`src/rtl/rdc_pkg.sv`:
```
// constants, types and gain table for the redriver control register bank
//
// Function
// - inhibit clear: standby follows sink hot-plug; set: never auto standby
// - shutdown bit 0 forces shutdown; 1 lets the enable input decide
// - threshold field picks 40, 80, 160 or 250 mVpp, default 80
// - idle detection under chosen threshold drives output disable
// - idle detect bit is inverted: 0 enables detection, 1 disables it
// - training set follows training; clear uses registers, fixed equalizer
// - sideband code 00 joins sink and source sideband on cable detect
// - code 01 joins on cable detect and bypasses coupling caps in TMDS
// - code 10 joins on hot-plug and keeps the DDC source side off
// - equalizer bit 0 uses pins, 1 uses register fields, except a trained display sink at level 2 or 3 uses pins
// - level 0 field applies with registers, display sink, training, level 0
// - level 1 field applies with registers, display sink, training, level 1
// - level 1 field is also the fixed setting untrained or TMDS
// - three-bit codes map to gain per link rate, 000 is 0 dB
// - reserved bits read zero and ignore writes, except bit 3 at offset 04h, which is writable and reads back
// - reads start at offset 00h and advance byte by byte
// - target address is 01011 plus two bits from address select level
package rdc_pkg;

	// ----------------------------------------
	// register offsets
	// ----------------------------------------
	localparam logic [7:0] OFS_RESERVED0 = 8'h00;
	localparam logic [7:0] OFS_POWER     = 8'h01;
	localparam logic [7:0] OFS_TRIAL     = 8'h02;
	localparam logic [7:0] OFS_IDLE      = 8'h03;
	localparam logic [7:0] OFS_TRAIN     = 8'h04;
	localparam logic [7:0] OFS_EQ0       = 8'h05;

	// ----------------------------------------
	// writable bit masks and reset values
	// ----------------------------------------
	localparam logic [7:0] MSK_POWER = 8'h03;
	localparam logic [7:0] MSK_TRIAL = 8'hff;
	localparam logic [7:0] MSK_IDLE  = 8'h38;
	localparam logic [7:0] MSK_TRAIN = 8'h0f;
	localparam logic [7:0] MSK_EQ0   = 8'hf7;
	localparam logic [7:0] RST_POWER = 8'h01;
	localparam logic [7:0] RST_TRIAL = 8'h00;
	localparam logic [7:0] RST_IDLE  = 8'h10;
	localparam logic [7:0] RST_TRAIN = 8'h04;
	localparam logic [7:0] RST_EQ0   = 8'h00;

	// ----------------------------------------
	// field positions
	// ----------------------------------------
	localparam int BIT_SHUTDOWN_N  = 0;
	localparam int BIT_STBY_INHIB  = 1;
	localparam int BIT_IDLE_OFF    = 3;
	localparam int BIT_THR_LO      = 4;
	localparam int BIT_THR_HI      = 5;
	localparam int BIT_SB_LO       = 0;
	localparam int BIT_SB_HI       = 1;
	localparam int BIT_TRAIN_EN    = 2;
	localparam int BIT_EQ_FROM_REG = 7;
	localparam int BIT_L0_LO       = 4;
	localparam int BIT_L0_HI       = 6;
	localparam int BIT_L1_LO       = 0;
	localparam int BIT_L1_HI       = 2;

	// ----------------------------------------
	// sideband codes and target address
	// ----------------------------------------
	localparam logic [1:0] SB_DDC_CABLE  = 2'h0;
	localparam logic [1:0] SB_CAP_BYPASS = 2'h1;
	localparam logic [1:0] SB_HOTPLUG    = 2'h2;
	localparam logic [4:0] ADDR_UPPER    = 5'h0b;
	localparam logic [3:0] BITS_PER_BYTE = 4'h8;

	// ----------------------------------------
	// threshold in mVpp per code
	// ----------------------------------------
	localparam logic [7:0] THR_MV_0 = 8'd40;
	localparam logic [7:0] THR_MV_1 = 8'd80;
	localparam logic [7:0] THR_MV_2 = 8'd160;
	localparam logic [7:0] THR_MV_3 = 8'd250;

	typedef enum logic [3:0] {
		ST_IDLE, ST_ADDR, ST_ADDR_ACK, ST_SUB, ST_SUB_ACK,
		ST_WDATA, ST_WACK, ST_RDATA, ST_RACK, ST_WAIT
	} rdc_state_t;

	// gain in tenths of dB; doubled selects the higher link rate
	function automatic logic [7:0] rdc_gain(input logic [2:0] code,
	                                        input logic       doubled);
		logic [7:0] g;
		g = 8'h00;
		case (code)
			3'h0: g = 8'd0;
			3'h1: g = doubled ? 8'd35 : 8'd15;
			3'h2: g = doubled ? 8'd60 : 8'd30;
			3'h3: g = doubled ? 8'd80 : 8'd40;
			3'h4: g = doubled ? 8'd100 : 8'd50;
			3'h5: g = doubled ? 8'd130 : 8'd60;
			3'h6: g = doubled ? 8'd150 : 8'd70;
			default: g = doubled ? 8'd180 : 8'd90;
		endcase
		return g;
	endfunction

endpackage

```
`src/rtl/rdc_eq_select.sv`:
```
// lane 0 equalizer source selection and gain lookup
module rdc_eq_select
	import rdc_pkg::*;
(
	input  wire logic       clk_sys,
	input  wire logic       rst_sync_n,
	input  wire logic       eq_from_registers,
	input  wire logic [2:0] lane0_gain_level0,
	input  wire logic [2:0] lane0_gain_level1,
	input  wire logic [2:0] eq_pin_code,
	input  wire logic       tmds_sink_sel,
	input  wire logic       training_enabled,
	input  wire logic [1:0] trained_preemph,
	input  wire logic       rate_doubled,
	output logic      [2:0] eq_code,
	output logic      [7:0] eq_gain_x10
);

	logic [2:0] next_eq_code;

	// ----------------------------------------
	// source selection
	// ----------------------------------------
	always_comb begin
		next_eq_code = eq_pin_code;
		if (eq_from_registers) begin
			if (tmds_sink_sel || !training_enabled) begin
				next_eq_code = lane0_gain_level1;
			end else if (trained_preemph == 2'h0) begin
				next_eq_code = lane0_gain_level0;
			end else if (trained_preemph == 2'h1) begin
				next_eq_code = lane0_gain_level1;
			end else begin
				next_eq_code = eq_pin_code;
			end
		end
	end

	always_ff @(posedge clk_sys or negedge rst_sync_n) begin
		if (!rst_sync_n) begin
			eq_code     <= 3'h0;
			eq_gain_x10 <= 8'h00;
		end else begin
			eq_code     <= next_eq_code;
			eq_gain_x10 <= rdc_gain(next_eq_code, rate_doubled);
		end
	end

endmodule

```
`src/rtl/rdc_top.sv`:
```
// redriver control register bank with its two-wire target port
module rdc_top
	import rdc_pkg::*;
(
	input  wire logic       clk_sys,
	input  wire logic       rst_n,
	input  wire logic       scl_in,
	input  wire logic       sda_in,
	output logic            sda_out,
	output logic            sda_oe,
	input  wire logic [1:0] address_select_pin,
	input  wire logic       enable_in,
	input  wire logic       sink_hotplug_in,
	input  wire logic       sink_cable_detect,
	input  wire logic       lane0_idle_in,
	input  wire logic       tmds_sink_sel,
	input  wire logic [1:0] trained_preemph,
	input  wire logic       rate_doubled,
	input  wire logic [2:0] eq_pin_code,
	output logic            shutdown_req,
	output logic            standby_req,
	output logic      [1:0] idle_threshold_code,
	output logic      [7:0] idle_threshold_mv,
	output logic            output_disable_req,
	output logic            follow_training,
	output logic            eq_hold,
	output logic            sideband_connect,
	output logic            ddc_source_enable,
	output logic            cap_bypass,
	output logic      [2:0] eq_code,
	output logic      [7:0] eq_gain_x10
);

	// ----------------------------------------
	// reset release
	// ----------------------------------------
	logic rst_meta_n;
	logic rst_sync_n;

	always_ff @(posedge clk_sys or negedge rst_n) begin
		if (!rst_n) begin
			rst_meta_n <= 1'b0;
			rst_sync_n <= 1'b0;
		end else begin
			rst_meta_n <= 1'b1;
			rst_sync_n <= rst_meta_n;
		end
	end

	// ----------------------------------------
	// bus edge detection
	// ----------------------------------------
	logic scl_q;
	logic sda_q;
	logic scl_rise;
	logic scl_fall;
	logic bus_start;
	logic bus_stop;

	always_ff @(posedge clk_sys or negedge rst_sync_n) begin
		if (!rst_sync_n) begin
			scl_q <= 1'b1;
			sda_q <= 1'b1;
		end else begin
			scl_q <= scl_in;
			sda_q <= sda_in;
		end
	end

	assign scl_rise  = scl_in && !scl_q;
	assign scl_fall  = !scl_in && scl_q;
	assign bus_start = scl_in && scl_q && sda_q && !sda_in;
	assign bus_stop  = scl_in && scl_q && !sda_q && sda_in;

	// ----------------------------------------
	// registers
	// ----------------------------------------
	logic [7:0] power_state_control;
	logic [7:0] factory_trial_byte;
	logic [7:0] idle_detect_control;
	logic [7:0] training_sideband_control;
	logic [7:0] lane0_equalizer_low_levels;
	logic [7:0] ptr;
	logic [7:0] shreg;
	logic       wr_stb;
	logic [7:0] rd_data;
	logic [7:0] rd_ofs;

	always_ff @(posedge clk_sys or negedge rst_sync_n) begin
		if (!rst_sync_n) begin
			power_state_control        <= RST_POWER;
			factory_trial_byte         <= RST_TRIAL;
			idle_detect_control        <= RST_IDLE;
			training_sideband_control  <= RST_TRAIN;
			lane0_equalizer_low_levels <= RST_EQ0;
		end else if (wr_stb) begin
			case (ptr)
				OFS_POWER: power_state_control <= shreg & MSK_POWER;
				OFS_TRIAL: factory_trial_byte  <= shreg & MSK_TRIAL;
				OFS_IDLE:  idle_detect_control <= shreg & MSK_IDLE;
				OFS_TRAIN: training_sideband_control <= shreg & MSK_TRAIN;
				OFS_EQ0:   lane0_equalizer_low_levels <= shreg & MSK_EQ0;
				default: ;
			endcase
		end
	end

	always_comb begin
		rd_data = 8'h00;
		case (rd_ofs)
			OFS_POWER: rd_data = power_state_control;
			OFS_TRIAL: rd_data = factory_trial_byte;
			OFS_IDLE:  rd_data = idle_detect_control;
			OFS_TRAIN: rd_data = training_sideband_control;
			OFS_EQ0:   rd_data = lane0_equalizer_low_levels;
			default:   rd_data = 8'h00;
		endcase
	end

	// ----------------------------------------
	// target port state machine
	// ----------------------------------------
	rdc_state_t state;
	logic [3:0] bit_cnt;
	logic       rd_mode;
	logic       host_nack;
	logic       addr_match;
	logic [6:0] own_addr;

	assign own_addr   = {ADDR_UPPER, address_select_pin};
	assign addr_match = (shreg[7:1] == own_addr);
	assign rd_ofs     = (state == ST_RACK) ? ptr + 8'h01 : OFS_RESERVED0;
	assign wr_stb     = (state == ST_WDATA) && scl_fall
	                    && (bit_cnt == BITS_PER_BYTE);

	always_ff @(posedge clk_sys or negedge rst_sync_n) begin
		if (!rst_sync_n) begin
			state     <= ST_IDLE;
			bit_cnt   <= 4'h0;
			shreg     <= 8'h00;
			rd_mode   <= 1'b0;
			host_nack <= 1'b0;
			ptr       <= 8'h00;
		end else if (bus_start) begin
			state   <= ST_ADDR;
			bit_cnt <= 4'h0;
		end else if (bus_stop) begin
			state <= ST_IDLE;
		end else begin
			case (state)
				ST_ADDR, ST_SUB, ST_WDATA: begin
					if (scl_rise) begin
						shreg   <= {shreg[6:0], sda_in};
						bit_cnt <= bit_cnt + 4'h1;
					end else if (scl_fall && bit_cnt == BITS_PER_BYTE) begin
						bit_cnt <= 4'h0;
						if (state == ST_ADDR) begin
							rd_mode <= shreg[0];
							state   <= addr_match ? ST_ADDR_ACK : ST_WAIT;
						end else if (state == ST_SUB) begin
							ptr   <= shreg;
							state <= ST_SUB_ACK;
						end else begin
							state <= ST_WACK;
						end
					end
				end
				ST_ADDR_ACK: begin
					if (scl_fall) begin
						if (rd_mode) begin
							ptr   <= 8'h00;
							shreg <= rd_data;
							state <= ST_RDATA;
						end else begin
							state <= ST_SUB;
						end
					end
				end
				ST_SUB_ACK: begin
					if (scl_fall) begin
						state <= ST_WDATA;
					end
				end
				ST_WACK: begin
					if (scl_fall) begin
						ptr   <= ptr + 8'h01;
						state <= ST_WDATA;
					end
				end
				ST_RDATA: begin
					if (scl_rise) begin
						bit_cnt <= bit_cnt + 4'h1;
					end else if (scl_fall) begin
						if (bit_cnt == BITS_PER_BYTE) begin
							bit_cnt <= 4'h0;
							state   <= ST_RACK;
						end else begin
							shreg <= {shreg[6:0], 1'b0};
						end
					end
				end
				ST_RACK: begin
					if (scl_rise) begin
						host_nack <= sda_in;
					end else if (scl_fall) begin
						if (host_nack) begin
							state <= ST_WAIT;
						end else begin
							ptr   <= ptr + 8'h01;
							shreg <= rd_data;
							state <= ST_RDATA;
						end
					end
				end
				ST_IDLE, ST_WAIT: ;
				default: state <= ST_IDLE;
			endcase
		end
	end

	// ----------------------------------------
	// data pin drive
	// ----------------------------------------
	logic next_sda_oe;

	always_comb begin
		case (state)
			ST_ADDR_ACK, ST_SUB_ACK, ST_WACK: next_sda_oe = 1'b1;
			ST_RDATA: next_sda_oe = !shreg[7];
			default:  next_sda_oe = 1'b0;
		endcase
	end

	always_ff @(posedge clk_sys or negedge rst_sync_n) begin
		if (!rst_sync_n) begin
			sda_oe <= 1'b0;
		end else begin
			sda_oe <= next_sda_oe;
		end
	end

	assign sda_out = 1'b0;

	// ----------------------------------------
	// control outputs
	// ----------------------------------------
	logic [1:0] sb_cfg;
	logic       idle_on;

	assign sb_cfg  = training_sideband_control[BIT_SB_HI:BIT_SB_LO];
	assign idle_on = !idle_detect_control[BIT_IDLE_OFF];

	always_ff @(posedge clk_sys or negedge rst_sync_n) begin
		if (!rst_sync_n) begin
			shutdown_req        <= 1'b1;
			standby_req         <= 1'b0;
			idle_threshold_code <= 2'h0;
			idle_threshold_mv   <= 8'h00;
			output_disable_req  <= 1'b0;
			follow_training     <= 1'b0;
			eq_hold             <= 1'b0;
		end else begin
			shutdown_req <= !power_state_control[BIT_SHUTDOWN_N]
			                || !enable_in;
			standby_req  <= !power_state_control[BIT_STBY_INHIB]
			                && !sink_hotplug_in;
			idle_threshold_code <=
				idle_detect_control[BIT_THR_HI:BIT_THR_LO];
			case (idle_detect_control[BIT_THR_HI:BIT_THR_LO])
				2'h0:    idle_threshold_mv <= THR_MV_0;
				2'h1:    idle_threshold_mv <= THR_MV_1;
				2'h2:    idle_threshold_mv <= THR_MV_2;
				default: idle_threshold_mv <= THR_MV_3;
			endcase
			output_disable_req <= idle_on && lane0_idle_in;
			follow_training <= training_sideband_control[BIT_TRAIN_EN];
			eq_hold         <= !training_sideband_control[BIT_TRAIN_EN];
		end
	end

	always_ff @(posedge clk_sys or negedge rst_sync_n) begin
		if (!rst_sync_n) begin
			sideband_connect  <= 1'b0;
			ddc_source_enable <= 1'b0;
			cap_bypass        <= 1'b0;
		end else begin
			sideband_connect  <= 1'b0;
			ddc_source_enable <= 1'b0;
			cap_bypass        <= 1'b0;
			case (sb_cfg)
				SB_DDC_CABLE: begin
					sideband_connect  <= sink_cable_detect;
					ddc_source_enable <= sink_cable_detect;
				end
				SB_CAP_BYPASS: begin
					sideband_connect <= sink_cable_detect;
					cap_bypass       <= sink_cable_detect && tmds_sink_sel;
				end
				SB_HOTPLUG: sideband_connect <= sink_hotplug_in;
				default: ;
			endcase
		end
	end

	// ----------------------------------------
	// equalizer
	// ----------------------------------------
	rdc_eq_select u_eq (
		.clk_sys           (clk_sys),
		.rst_sync_n        (rst_sync_n),
		.eq_from_registers (lane0_equalizer_low_levels[BIT_EQ_FROM_REG]),
		.lane0_gain_level0 (lane0_equalizer_low_levels[BIT_L0_HI:BIT_L0_LO]),
		.lane0_gain_level1 (lane0_equalizer_low_levels[BIT_L1_HI:BIT_L1_LO]),
		.eq_pin_code       (eq_pin_code),
		.tmds_sink_sel     (tmds_sink_sel),
		.training_enabled  (training_sideband_control[BIT_TRAIN_EN]),
		.trained_preemph   (trained_preemph),
		.rate_doubled      (rate_doubled),
		.eq_code           (eq_code),
		.eq_gain_x10       (eq_gain_x10)
	);

endmodule

```
`config.mk`:
```
export PLATFORM = sky130hd
export DESIGN_NAME = rdc_top
export DESIGN_NICKNAME = d
export VERILOG_FILES = /design/src/rtl/rdc_pkg.sv /design/src/rtl/rdc_eq_select.sv /design/src/rtl/rdc_top.sv
export SDC_FILE = /design/constraint.sdc
export NUM_CORES = 1
export LEC_CHECK = 0
export BUFFER_PORTS_ARGS = -buffer_cell sky130_fd_sc_hd__buf_4
export CORE_MARGIN = 3
export CORE_UTILIZATION = 45
export CTS_CLUSTER_SIZE = 12
export DETAILED_ROUTE_END_ITERATION = 8
export GPL_TIMING_DRIVEN = 0
export PLACE_DENSITY = 0.69
export SLEW_MARGIN = 20
export SYNTH_ARGS = -nofsm -noshare
export SYNTH_HDL_FRONTEND = slang
export SYNTH_SLANG_ARGS = --single-unit
```
`constraint.sdc`:
```
create_clock -name clk_sys -period 3.5 [get_ports clk_sys]
set_clock_uncertainty 0.1 [all_clocks]
set_input_delay 0.7 -clock clk_sys [delete_from_list [all_inputs] [get_ports clk_sys]]
set_output_delay 0.7 -clock clk_sys [all_outputs]
set_load 0.02 [all_outputs]
```
==> flow_summary_export.csv, run 1 <==
group,metric,value,unit
floorplan,fp-row-count,34,
floorplan,core,8930,sq um
synth,yosysUniqueCellTypes,61,
floorplan,die_x,103,microns
setup_path,crit_arrival,3.10,ns
sta,finalHoldViolCount,0,
layout,layout_common_cells,"74 x dfrtp_1, 49 x buf_4, 37 x nor2_1",
clock_tree,cts_buffers,9,
clock_tree,clk_pin_slew,0.08,ns
place,portBuffers,44,
setup_path,r2r_slack,0.57,ns
grt,grt_max_degree,44,
sta,max_freq,341,MHz
synth,yosysTopAreaCellShare,44.2,%
sta,finalCritPeriodShare,83.7,%
sta,tightestPinTransition,0.676,ns
grt,track_usage,19.0,%
sta,final.setup.tns,0,ns
synth,synth_cells,424,
layout,layout_commonest_cell,"dfrtp_1",
drt,avgRoutedWirePerCell,16.0,microns
place,gp_congestion,0.902,
clock_tree,hold_buffers,0,
drt,drt_iter0_markers,212,
place,dp_hpwl,6900,microns
layout,fillCellCount,781,
synth,yosys-top-cells-area,"dfrtp_1 44%, mux2_2 6.9%, ha_1 3.8%",
sta,setup_viol,0,
place,place_area,4750,sq um
grt,grt_use_met1,25.7,%
pwr,power_per_cell_area,674,nW/um^2
clock_tree,clk_latency,0.35,ns
floorplan,start_util,47.6,%
synth,ys_ff_latch,81,
synth,ys_warn_count,0,
synth,seq_area_frac_synth,47.9,%
run_status,outcome,"completed",
hold_path,min_path_type,"flop to asynchronous set/reset pin",
floorplan,chipHeight,103,microns
synth,netlist_area,4250,sq um
synth,synth_edf_count,0,
setup_path,crit_path_start_kind,"flop",
layout,diodes,0,
grt,gr-usage-met3,4.96,%
setup_path,end_kind,"flop",
sta,relSlewSlack,54.7,%
drt,drtPass1Iterations,5,
grt,grt-busiest-layer,"met2",
drt,num_vias,3449,
drt,final_antenna_net_count,0,
layout,final_area,4980,sq um
pwr,max-vdd-ir-drop,0.387,mV
setup_path,worstPathRequired,3.67,ns
sta,rsz0062_at_grt,"no",
sta,period_needed,2.93,ns
floorplan,io_pins,48,
grt,grt.met2_usage,30.0,%
grt,grt_pass1_vias,3319,
drt,drc,0,
setup_path,critPathKind,"flop to flop",
drt,wirelength,9530,microns
clock_tree,cts_tree,"done",
clock_tree,postCtsSetupRepairBufs,0,
setup_path,ff2ff_path_depth,9,
synth,syn_avg_cell_area,10.0,sq um
layout,drive_gt1_share,24.0,%
synth,ys.flop_type,"dfrtp_1",
sta,maxSlewViolCount,0,
clock_tree,cts_sinks,81,
setup_path,r2r-start,"ptr[0]$_DFFE_PN0P_",
synth,async_reset_ff_share,100,%
setup_path,crit_fanout,10,
synth,synth.largest_area_cell,"dfrtp_1",
layout,layout.nets,513,
grt,antenna_found_initial,0,
drt,avgViaCountPerCell,5.79,
run,cap_violations,0,
grt,grt_overflow,0,
pwr,p_leak,2.20,nW
clock_tree,clockRootBuffer,"clkbuf_8",
clock_tree,ctsResizeCount,0,
layout,area_growth,17.3,%
setup_path,worstReg2RegEnd,"shreg[5]$_DFFE_PN0P_",
floorplan,die-area,10600,sq um
clock_tree,htreeDepth,3,
grt,grt_pass1_wl,16000,microns
clock_tree,cts_buffer_depth,2,
-- logic make-up after synthesis --
family	synth area share [%]
buffers and inverters	4.42
other	0.177
AND/OR/NAND/NOR	18.8
AO/OA/AOI/OAI	16.5
adder cells (fa/ha/maj)	3.83
flip-flops	47.9
XOR/XNOR	0.824
multiplexers	7.59
-- registers in the layout, summed over array words and instances (netlist names), 2 cells and up --
name,cells
bit_cnt,4
factory_trial_byte,8
idle_detect_control,3
idle_threshold_code,2
idle_threshold_mv,5
lane0_equalizer_low_levels,7
power_state_control,2
ptr,8
shreg,8
state,4
training_sideband_control,4
u_eq.eq_code,3
u_eq.eq_gain_x10,8
-- cells in the mapped netlist (all sizes together) (2+ instances only) --
master / number
a32oi: 5
a21o: 5
nor3: 8
nor4: 5
nand2b: 11
buf: 12
xor2: 3
dfrtp: 75
nor2b: 12
o21ai: 30
a311oi: 2
nand3b: 4
inv: 17
and3: 3
and2: 7
ha: 13
nand4: 2
a222oi: 5
nand3: 11
nor3b: 5
conb: 2
a22oi: 3
mux2: 26
and4: 3
mux2i: 3
a211oi: 3
a21oi: 25
dfstp: 6
a31oi: 9
a221oi: 2
o22ai: 5
o31ai: 2
nor2: 37
nand2: 26
or2: 4
o211ai: 4
nor4b: 3
or3: 3
clkbuf: 10
-- critical path: stages, from the launching register on --
cell and delay [ns]:
dfrtp_1 0.38, buf_2 0.22, clkbuf_1 0.43, inv_1 0.20, ha_1 0.40, nor2b_1 0.12
o21ai_0 0.18, nor3_1 0.48, a222oi_1 0.15, a21oi_1 0.19
-- routing by layer --
layer	up-vias	wire length [microns]
met5	-	0
met4	0	111
met3	13	597
met2	123	4630
met1	1674	4190
li1	1639	-
-- metrics by stage --
stage               hold slack, ns  cells  utilization [%]  setup slack [ns]  power (W)
CTS                       0.000689    595             55.7             0.627    0.00336
global route                 0.273    596             55.8             0.293    0.00361
finish                       0.230    596             55.8             0.571    0.00336
floorplan                    0.231    426                -             0.988    0.00222
detailed placement           0.239    579             53.1             0.667    0.00259
global placement             0.237    578             52.9            0.0886    0.00255
-- report_power, final --
group | leakage, nW | internal [W] | switching [W]
Sequential | 0.966 | 0.00110 | 0.000241
Clock | 0.113 | 0.000424 | 0.000345
Combinational | 1.13 | 0.000510 | 0.000741
Total | 2.20 | 0.00203 | 0.00133
-- worst max path at each step --
| stage | end | cells after the start | start | slack [ns] |
|---|---|---|---|---|
| floorplan | bit_cnt[0]$_DFFE_PN0P_ | 0 | rst_sync_n$_DFF_PN0_ | 0.99 |
| global placement | bit_cnt[3]$_DFFE_PN0P_ | 0 | rst_sync_n$_DFF_PN0_ | 0.09 |
| detailed placement | shreg[5]$_DFFE_PN0P_ | 9 | ptr[0]$_DFFE_PN0P_ | 0.67 |
| CTS | shreg[7]$_DFFE_PN0P_ | 9 | ptr[0]$_DFFE_PN0P_ | 0.63 |
| global route | shreg[7]$_DFFE_PN0P_ | 9 | ptr[0]$_DFFE_PN0P_ | 0.29 |
| finish | shreg[5]$_DFFE_PN0P_ | 9 | ptr[0]$_DFFE_PN0P_ | 0.57 |
-- area by class of cell --
type | instances | area (sq um) | area share, %
Tap cell | 108 | 135 | 2.71
Multi-Input combinational cell | 306 | 2040 | 40.8
Timing Repair Buffer | 46 | 360 | 7.23
Clock inverter | 6 | 90.1 | 1.81
Sequential cell | 81 | 2040 | 40.9
Inverter | 17 | 63.8 | 1.28
Clock buffer | 10 | 138 | 2.76
Buffer | 22 | 124 | 2.48
(Power assumes the default switching activity.)
==> run 2, diff against run 1 <==
--- a/config.mk
+++ b/config.mk
@@ -5,6 +5,7 @@
 export SDC_FILE = /design/constraint.sdc
 export NUM_CORES = 1
 export LEC_CHECK = 0
+export ABC_AREA = 1
 export BUFFER_PORTS_ARGS = -buffer_cell sky130_fd_sc_hd__buf_4
 export CORE_MARGIN = 3
 export CORE_UTILIZATION = 45
==> constraint.sdc (replaced) <==
create_clock -name clk_sys -period 2.9 [get_ports clk_sys]
set_clock_uncertainty 0.1 [all_clocks]
set_input_delay 0.58 -clock clk_sys [delete_from_list [all_inputs] [get_ports clk_sys]]
set_output_delay 0.58 -clock clk_sys [all_outputs]
set_load 0.02 [all_outputs]
==> flow_summary_export.csv, run 2 <==
group,metric,value,unit
layout,layout_common_cells,"108 x nand2_1, 74 x dfrtp_1, 61 x nand3_1",
setup_path,r2r-start,"scl_q$_DFF_PN1_",
pwr,switching_share,42.1,%
floorplan,io_pins,48,
layout,final_cells,695,
grt,gr-usage-met3,5.14,%
sta,final.setup.tns,0,ns
synth,synthTopCellsByCount,"108 x nand2_1, 75 x dfrtp_1, 61 x nand3_1",
grt,grt.met2_usage,30.4,%
drt,drt_iter0_markers,242,
clock_tree,hold_buffers,1,
grt,grt_pass1_vias,3319,
synth,ys_warn_count,0,
pwr,p_switching,0.00157,W
synth,netlist_area,4240,sq um
synth,yosysUniqueCellTypes,38,
drt,num_vias,3604,
grt,grt-busiest-layer,"met2",
synth,synth.most_common_cell,"nand2_1",
grt,track_usage,18.8,%
pwr,pwr-share-clk,21.1,%
place,dp_slack,0.432,ns
layout,layout.nets,612,
sta,maxSlewViolCount,0,
clock_tree,cts_buffers,9,
setup_path,end_kind,"flop",
drt,drtPass1Iterations,5,
drt,wirelength,9470,microns
synth,synth_cells,523,
drt,avgRoutedWirePerCell,13.6,microns
clock_tree,ctsResizeCount,0,
clock_tree,cts_tree,"done",
layout,layout_commonest_cell,"nand2_1",
setup_path,worstPathRequired,3.04,ns
synth,ys_ff_latch,81,
sta,fin_hold_ws,0.136,ns
sta,setup_viol,0,
sta,worst_slack,0.599,ns
place,dp_hpwl,7030,microns
synth,synth.largest_area_cell,"dfrtp_1",
pwr,p_leak,2.46,nW
grt,grt_max_degree,56,
pwr,power_per_cell_area,754,nW/um^2
drt,final_antenna_net_count,0,
layout,diodes,0,
grt,grt_use_met1,24.7,%
synth,syn_avg_cell_area,8.10,sq um
setup_path,critPathKind,"flop to flop",
synth,ys.flop_type,"dfrtp_1",
place,portBuffers,44,
clock_tree,clk_latency,0.36,ns
grt,grt_overflow,0,
setup_path,ff2ff_path_depth,11,
synth,yosysTopAreaCellShare,44.3,%
grt,antenna_found_initial,0,
pwr,p_int,0.00215,W
clock_tree,clockRootBuffer,"clkbuf_8",
floorplan,start_util,47.4,%
clock_tree,postCtsSetupRepairBufs,0,
sta,finalCritPeriodShare,79.3,%
layout,drive_gt1_share,19.4,%
setup_path,worstReg2RegEnd,"ptr[2]$_DFFE_PN0P_",
layout,fillCellCount,859,
setup_path,crit_path_start_kind,"flop",
setup_path,crit_fanout,10,
pwr,max-vdd-ir-drop,0.490,mV
floorplan,chipHeight,103,microns
clock_tree,clk_pin_slew,0.09,ns
floorplan,die-area,10600,sq um
clock_tree,cts_sinks,81,
sta,period_needed,2.30,ns
floorplan,die_x,103,microns
drt,drc,0,
setup_path,r2r_slack,0.60,ns
synth,synth_edf_count,0,
place,dp_cells,678,
layout,area_growth,16.6,%
clock_tree,htreeDepth,3,
synth,yosys-top-cells-area,"dfrtp_1 44%, nand2_1 9.6%, nand3_1 7.2%",
hold_path,min_path_type,"flop to asynchronous set/reset pin",
drt,avgViaCountPerCell,5.19,
run,cap_violations,0,
sta,max_freq,435,MHz
grt,grt_pass1_wl,15700,microns
synth,seq_area_frac_synth,48.0,%
floorplan,core,8930,sq um
sta,finalHoldViolCount,0,
run_status,outcome,"completed",
sta,rsz0062_at_grt,"no",
pwr,p_comb_share,38.6,%
place,gp_congestion,0.892,
synth,async_reset_ff_share,100,%
pwr,p_seq_share,40.3,%
setup_path,crit_arrival,2.45,ns
pwr,power,0.00372,W
floorplan,fp-row-count,34,
clock_tree,cts_buffer_depth,2,
[run 2: cell type report]
class	instances	area (sq um)	share of cell area [%]
inverters	69	259	5.24
well taps	108	135	2.74
clock buffers	10	138	2.79
clock inverters	6	51.3	1.04
flip-flops and latches	81	2040	41.3
multi-input cells	364	1860	37.6
plain buffers	11	91.3	1.85
repair buffers	46	368	7.45
[run 2: per-layer routing]
metal / part of all wire, % / wire, microns
met1: 46 / 4390
met2: 47 / 4460
met3: 5.3 / 504
met4: 1.3 / 119
met5: 0 / 0
[run 2: cells by family after synthesis]
kind of cell    share of synthesized area, %
simple gates                            27.1
compound gates                          11.9
flops                                   48.0
buf+inv                                 8.27
fa+ha+maj                               3.84
xor+xnor                               0.620
other cells                            0.177
[run 2: worst max-delay path: stages (launching register included)]
cell and delay [ns]:
dfstp_2 0.55, ha_1 0.23, inv_1 0.11, nor2_1 0.17
inv_1 0.06, nand2_1 0.08, nand2_1 0.08, nor4_1 0.34
nand2_1 0.15, buf_4 0.20, nand2_1 0.06, o21ai_1 0.06
[run 2: per-stage QoR]
step / area [sq um] / util, %
finish: 4940 / 55.3
global route: 4940 / 55.3
CTS: 4940 / 55.3
detailed placement: 4740 / 53.1
global placement: 4710 / 52.7
floorplan: 4240 / -
[run 2: power by group through the flow]
stage / clock network, W / logic [W] / registers [W]
after global placement: 0 / 0.00137 / 0.00153
after global routing: 0.000853 / 0.00161 / 0.00153
after detailed placement: 0 / 0.00142 / 0.00152
after CTS: 0.000810 / 0.00143 / 0.00150
after floorplan: 0 / 0.00104 / 0.00151
final: 0.000785 / 0.00144 / 0.00150
[run 2: worst max-delay path by stage]
stage / start / to / slack, ns / cells past startpoint
2_1_floorplan: rst_sync_n$_DFF_PN0_ / bit_cnt[0]$_DFFE_PN0P_ / 0.39 / 0
3_3_place_gp: rst_sync_n$_DFF_PN0_ / state[3]$_DFFE_PN0P_ / -0.45 / 0
3_5_place_dp: scl_in / ptr[2]$_DFFE_PN0P_ / 0.43 / 13
4_1_cts: scl_q$_DFF_PN1_ / ptr[2]$_DFFE_PN0P_ / 0.66 / 11
5_1_grt: scl_q$_DFF_PN1_ / ptr[2]$_DFFE_PN0P_ / 0.50 / 11
6_report: scl_q$_DFF_PN1_ / ptr[2]$_DFFE_PN0P_ / 0.60 / 11
==> run 3, diff against run 2 <==
==> constraint.sdc (replaced) <==
create_clock -name clk_sys -period 2.3 [get_ports clk_sys]
set_clock_uncertainty 0.1 [all_clocks]
set_input_delay 0.46 -clock clk_sys [delete_from_list [all_inputs] [get_ports clk_sys]]
set_output_delay 0.46 -clock clk_sys [all_outputs]
set_load 0.02 [all_outputs]
==> flow_summary_export.csv, run 3 (synthesized netlist as in run 2, its figures left out) <==
group,metric,value,unit
run_status,outcome,"completed",
pwr,p_leak,2.48,nW
pwr,max-vdd-ir-drop,0.626,mV
floorplan,core,8930,sq um
setup_path,critPathKind,"flop to flop",
layout,final-seq-area,2040,sq um
setup_path,end_kind,"flop",
drt,drc,0,
grt,grt_overflow,0,
layout,final_cells,695,
clock_tree,cts_buffers,9,
sta,period_needed,2.25,ns
sta,finalCritPeriodShare,97.7,%
drt,avgRoutedWirePerCell,13.6,microns
run,cap_violations,0,
clock_tree,htreeDepth,3,
setup_path,cp.buffers_inverters,3,
drt,final_antenna_net_count,0,
grt,grt_pass1_wl,15700,microns
drt,drtPass1Iterations,5,
layout,drive_gt1_share,19.8,%
clock_tree,cts_sinks,81,
floorplan,chipHeight,103,microns
layout,layout.nets,612,
clock_tree,cts_tree,"done",
place,portBuffers,44,
sta,fin_hold_ws,0.117,ns
grt,track_usage,18.7,%
sta,max_freq,445,MHz
layout,layout_commonest_cell,"nand2_1",
setup_path,crit_fanout,10,
layout,area_growth,17.4,%
setup_path,crit_path_start_kind,"flop",
grt,grt_max_degree,56,
setup_path,cp_common_cell,"nand2_1",
grt,grt_pass1_vias,3392,
place,dp_cells,678,
setup_path,crit_slowest_cell,"dfstp_2",
layout,multi_input_area,1870,sq um
pwr,power,0.00483,W
layout,layout_common_cells,"108 x nand2_1, 74 x dfrtp_1, 61 x nand3_1",
sta,maxSlewViolCount,0,
grt,antenna_found_initial,0,
setup_path,slowest_delay,0.56,ns
place,dp_hpwl,7030,microns
sta,finalHoldViolCount,0,
setup_path,cp_cell_sequence,"ha_2 -> inv_1 -> nor2_1 -> inv_1 -> nand2_1 -> nand2_1 -> nor4_2 -> nand2_1 -> buf_4 -> nand2_1 -> o21ai_1",
clock_tree,clockRootBuffer,"clkbuf_8",
sta,tightestPinTransition,0.498,ns
floorplan,fp-row-count,34,
clock_tree,clk_pin_slew,0.09,ns
clock_tree,clk_latency,0.36,ns
setup_path,crit_arrival,2.39,ns
clock_tree,cts_buffer_depth,2,
layout,fillCellCount,841,
drt,drt_iter0_markers,185,
sta,relSlewSlack,66.5,%
drt,num_vias,3612,
pwr,power_per_cell_area,972,nW/um^2
hold_path,min_path_type,"input pin to flop",
drt,wirelength,9470,microns
floorplan,io_pins,48,
sta,setup_viol,0,
floorplan,die-area,10600,sq um
layout,diodes,0,
setup_path,cp_top_family,"simple AND/OR/NAND/NOR gates",
sta,final.setup.tns,0,ns
drt,avgViaCountPerCell,5.20,
place,gp_congestion,0.876,
floorplan,start_util,47.4,%
setup_path,worstPathRequired,2.45,ns
layout,final_util,55.7,%
floorplan,die_x,103,microns
run 3: what timing repair did:
| item | 4_1_cts | 5_1_grt |
|---|---|---|
| hold buffers | 1 | 0 |
| buffers inserted | 0 | 0 |
| endpoints found under the hold margin | 2 | 0 |
| resized for setup | 0 | 2 |
| endpoints found under the setup margin | 0 | 8 |
run 3: report_power, final:
group | switching [W] | leakage (nW) | total, W | internal [W]
sequential | 0.000247 | 1.02 | 0.00190 | 0.00165
clock | 0.000554 | 0.102 | 0.00112 | 0.000567
combinational | 0.00118 | 1.36 | 0.00181 | 0.000631
total | 0.00198 | 2.48 | 0.00483 | 0.00285
run 3: routing by layer:
metal  wire, microns  GRT usage (%)
met5               0              0
met2            4400           30.1
met4             254           7.57
met1            4350           24.8
met3             465           3.79
run 3: per-stage QoR:
step	cell area, sq um	setup WS, ns
floorplan	4240	0.402
global placement	4710	0.0338
detailed placement	4740	-0.0181
CTS	4960	0.0632
global route	4970	-0.0115
finish	4970	0.0530
run 3: cell type report:
| cell class | count | area share [%] |
|---|---|---|
| inverter | 69 | 5.21 |
| buffer | 11 | 1.84 |
| timing repair buffer | 46 | 7.40 |
| sequential | 81 | 41.0 |
| clock buffer | 11 | 3.04 |
| tap | 108 | 2.72 |
| multi-input combinational | 364 | 37.5 |
| clock inverter | 5 | 1.26 |
run 3: path summary, 6_finish.rpt:
path / cells past startpoint / start / endpoint / slack (ns)
min reg2reg: 0 / rst_sync_n$_DFF_PN0_ / idle_threshold_mv[7]$_DFF_PN0_ / 0.13
min in group asynchronous: 0 / rst_sync_n$_DFF_PN0_ / idle_threshold_mv[7]$_DFF_PN0_ / 0.13
max in group asynchronous: 1 / rst_sync_n$_DFF_PN0_ / sda_q$_DFF_PN1_ / 1.32
max reg2reg: 11 / scl_q$_DFF_PN1_ / ptr[2]$_DFFE_PN0P_ / 0.05
max: 11 / scl_q$_DFF_PN1_ / ptr[2]$_DFFE_PN0P_ / 0.05
min: 1 / scl_in / scl_q$_DFF_PN1_ / 0.12
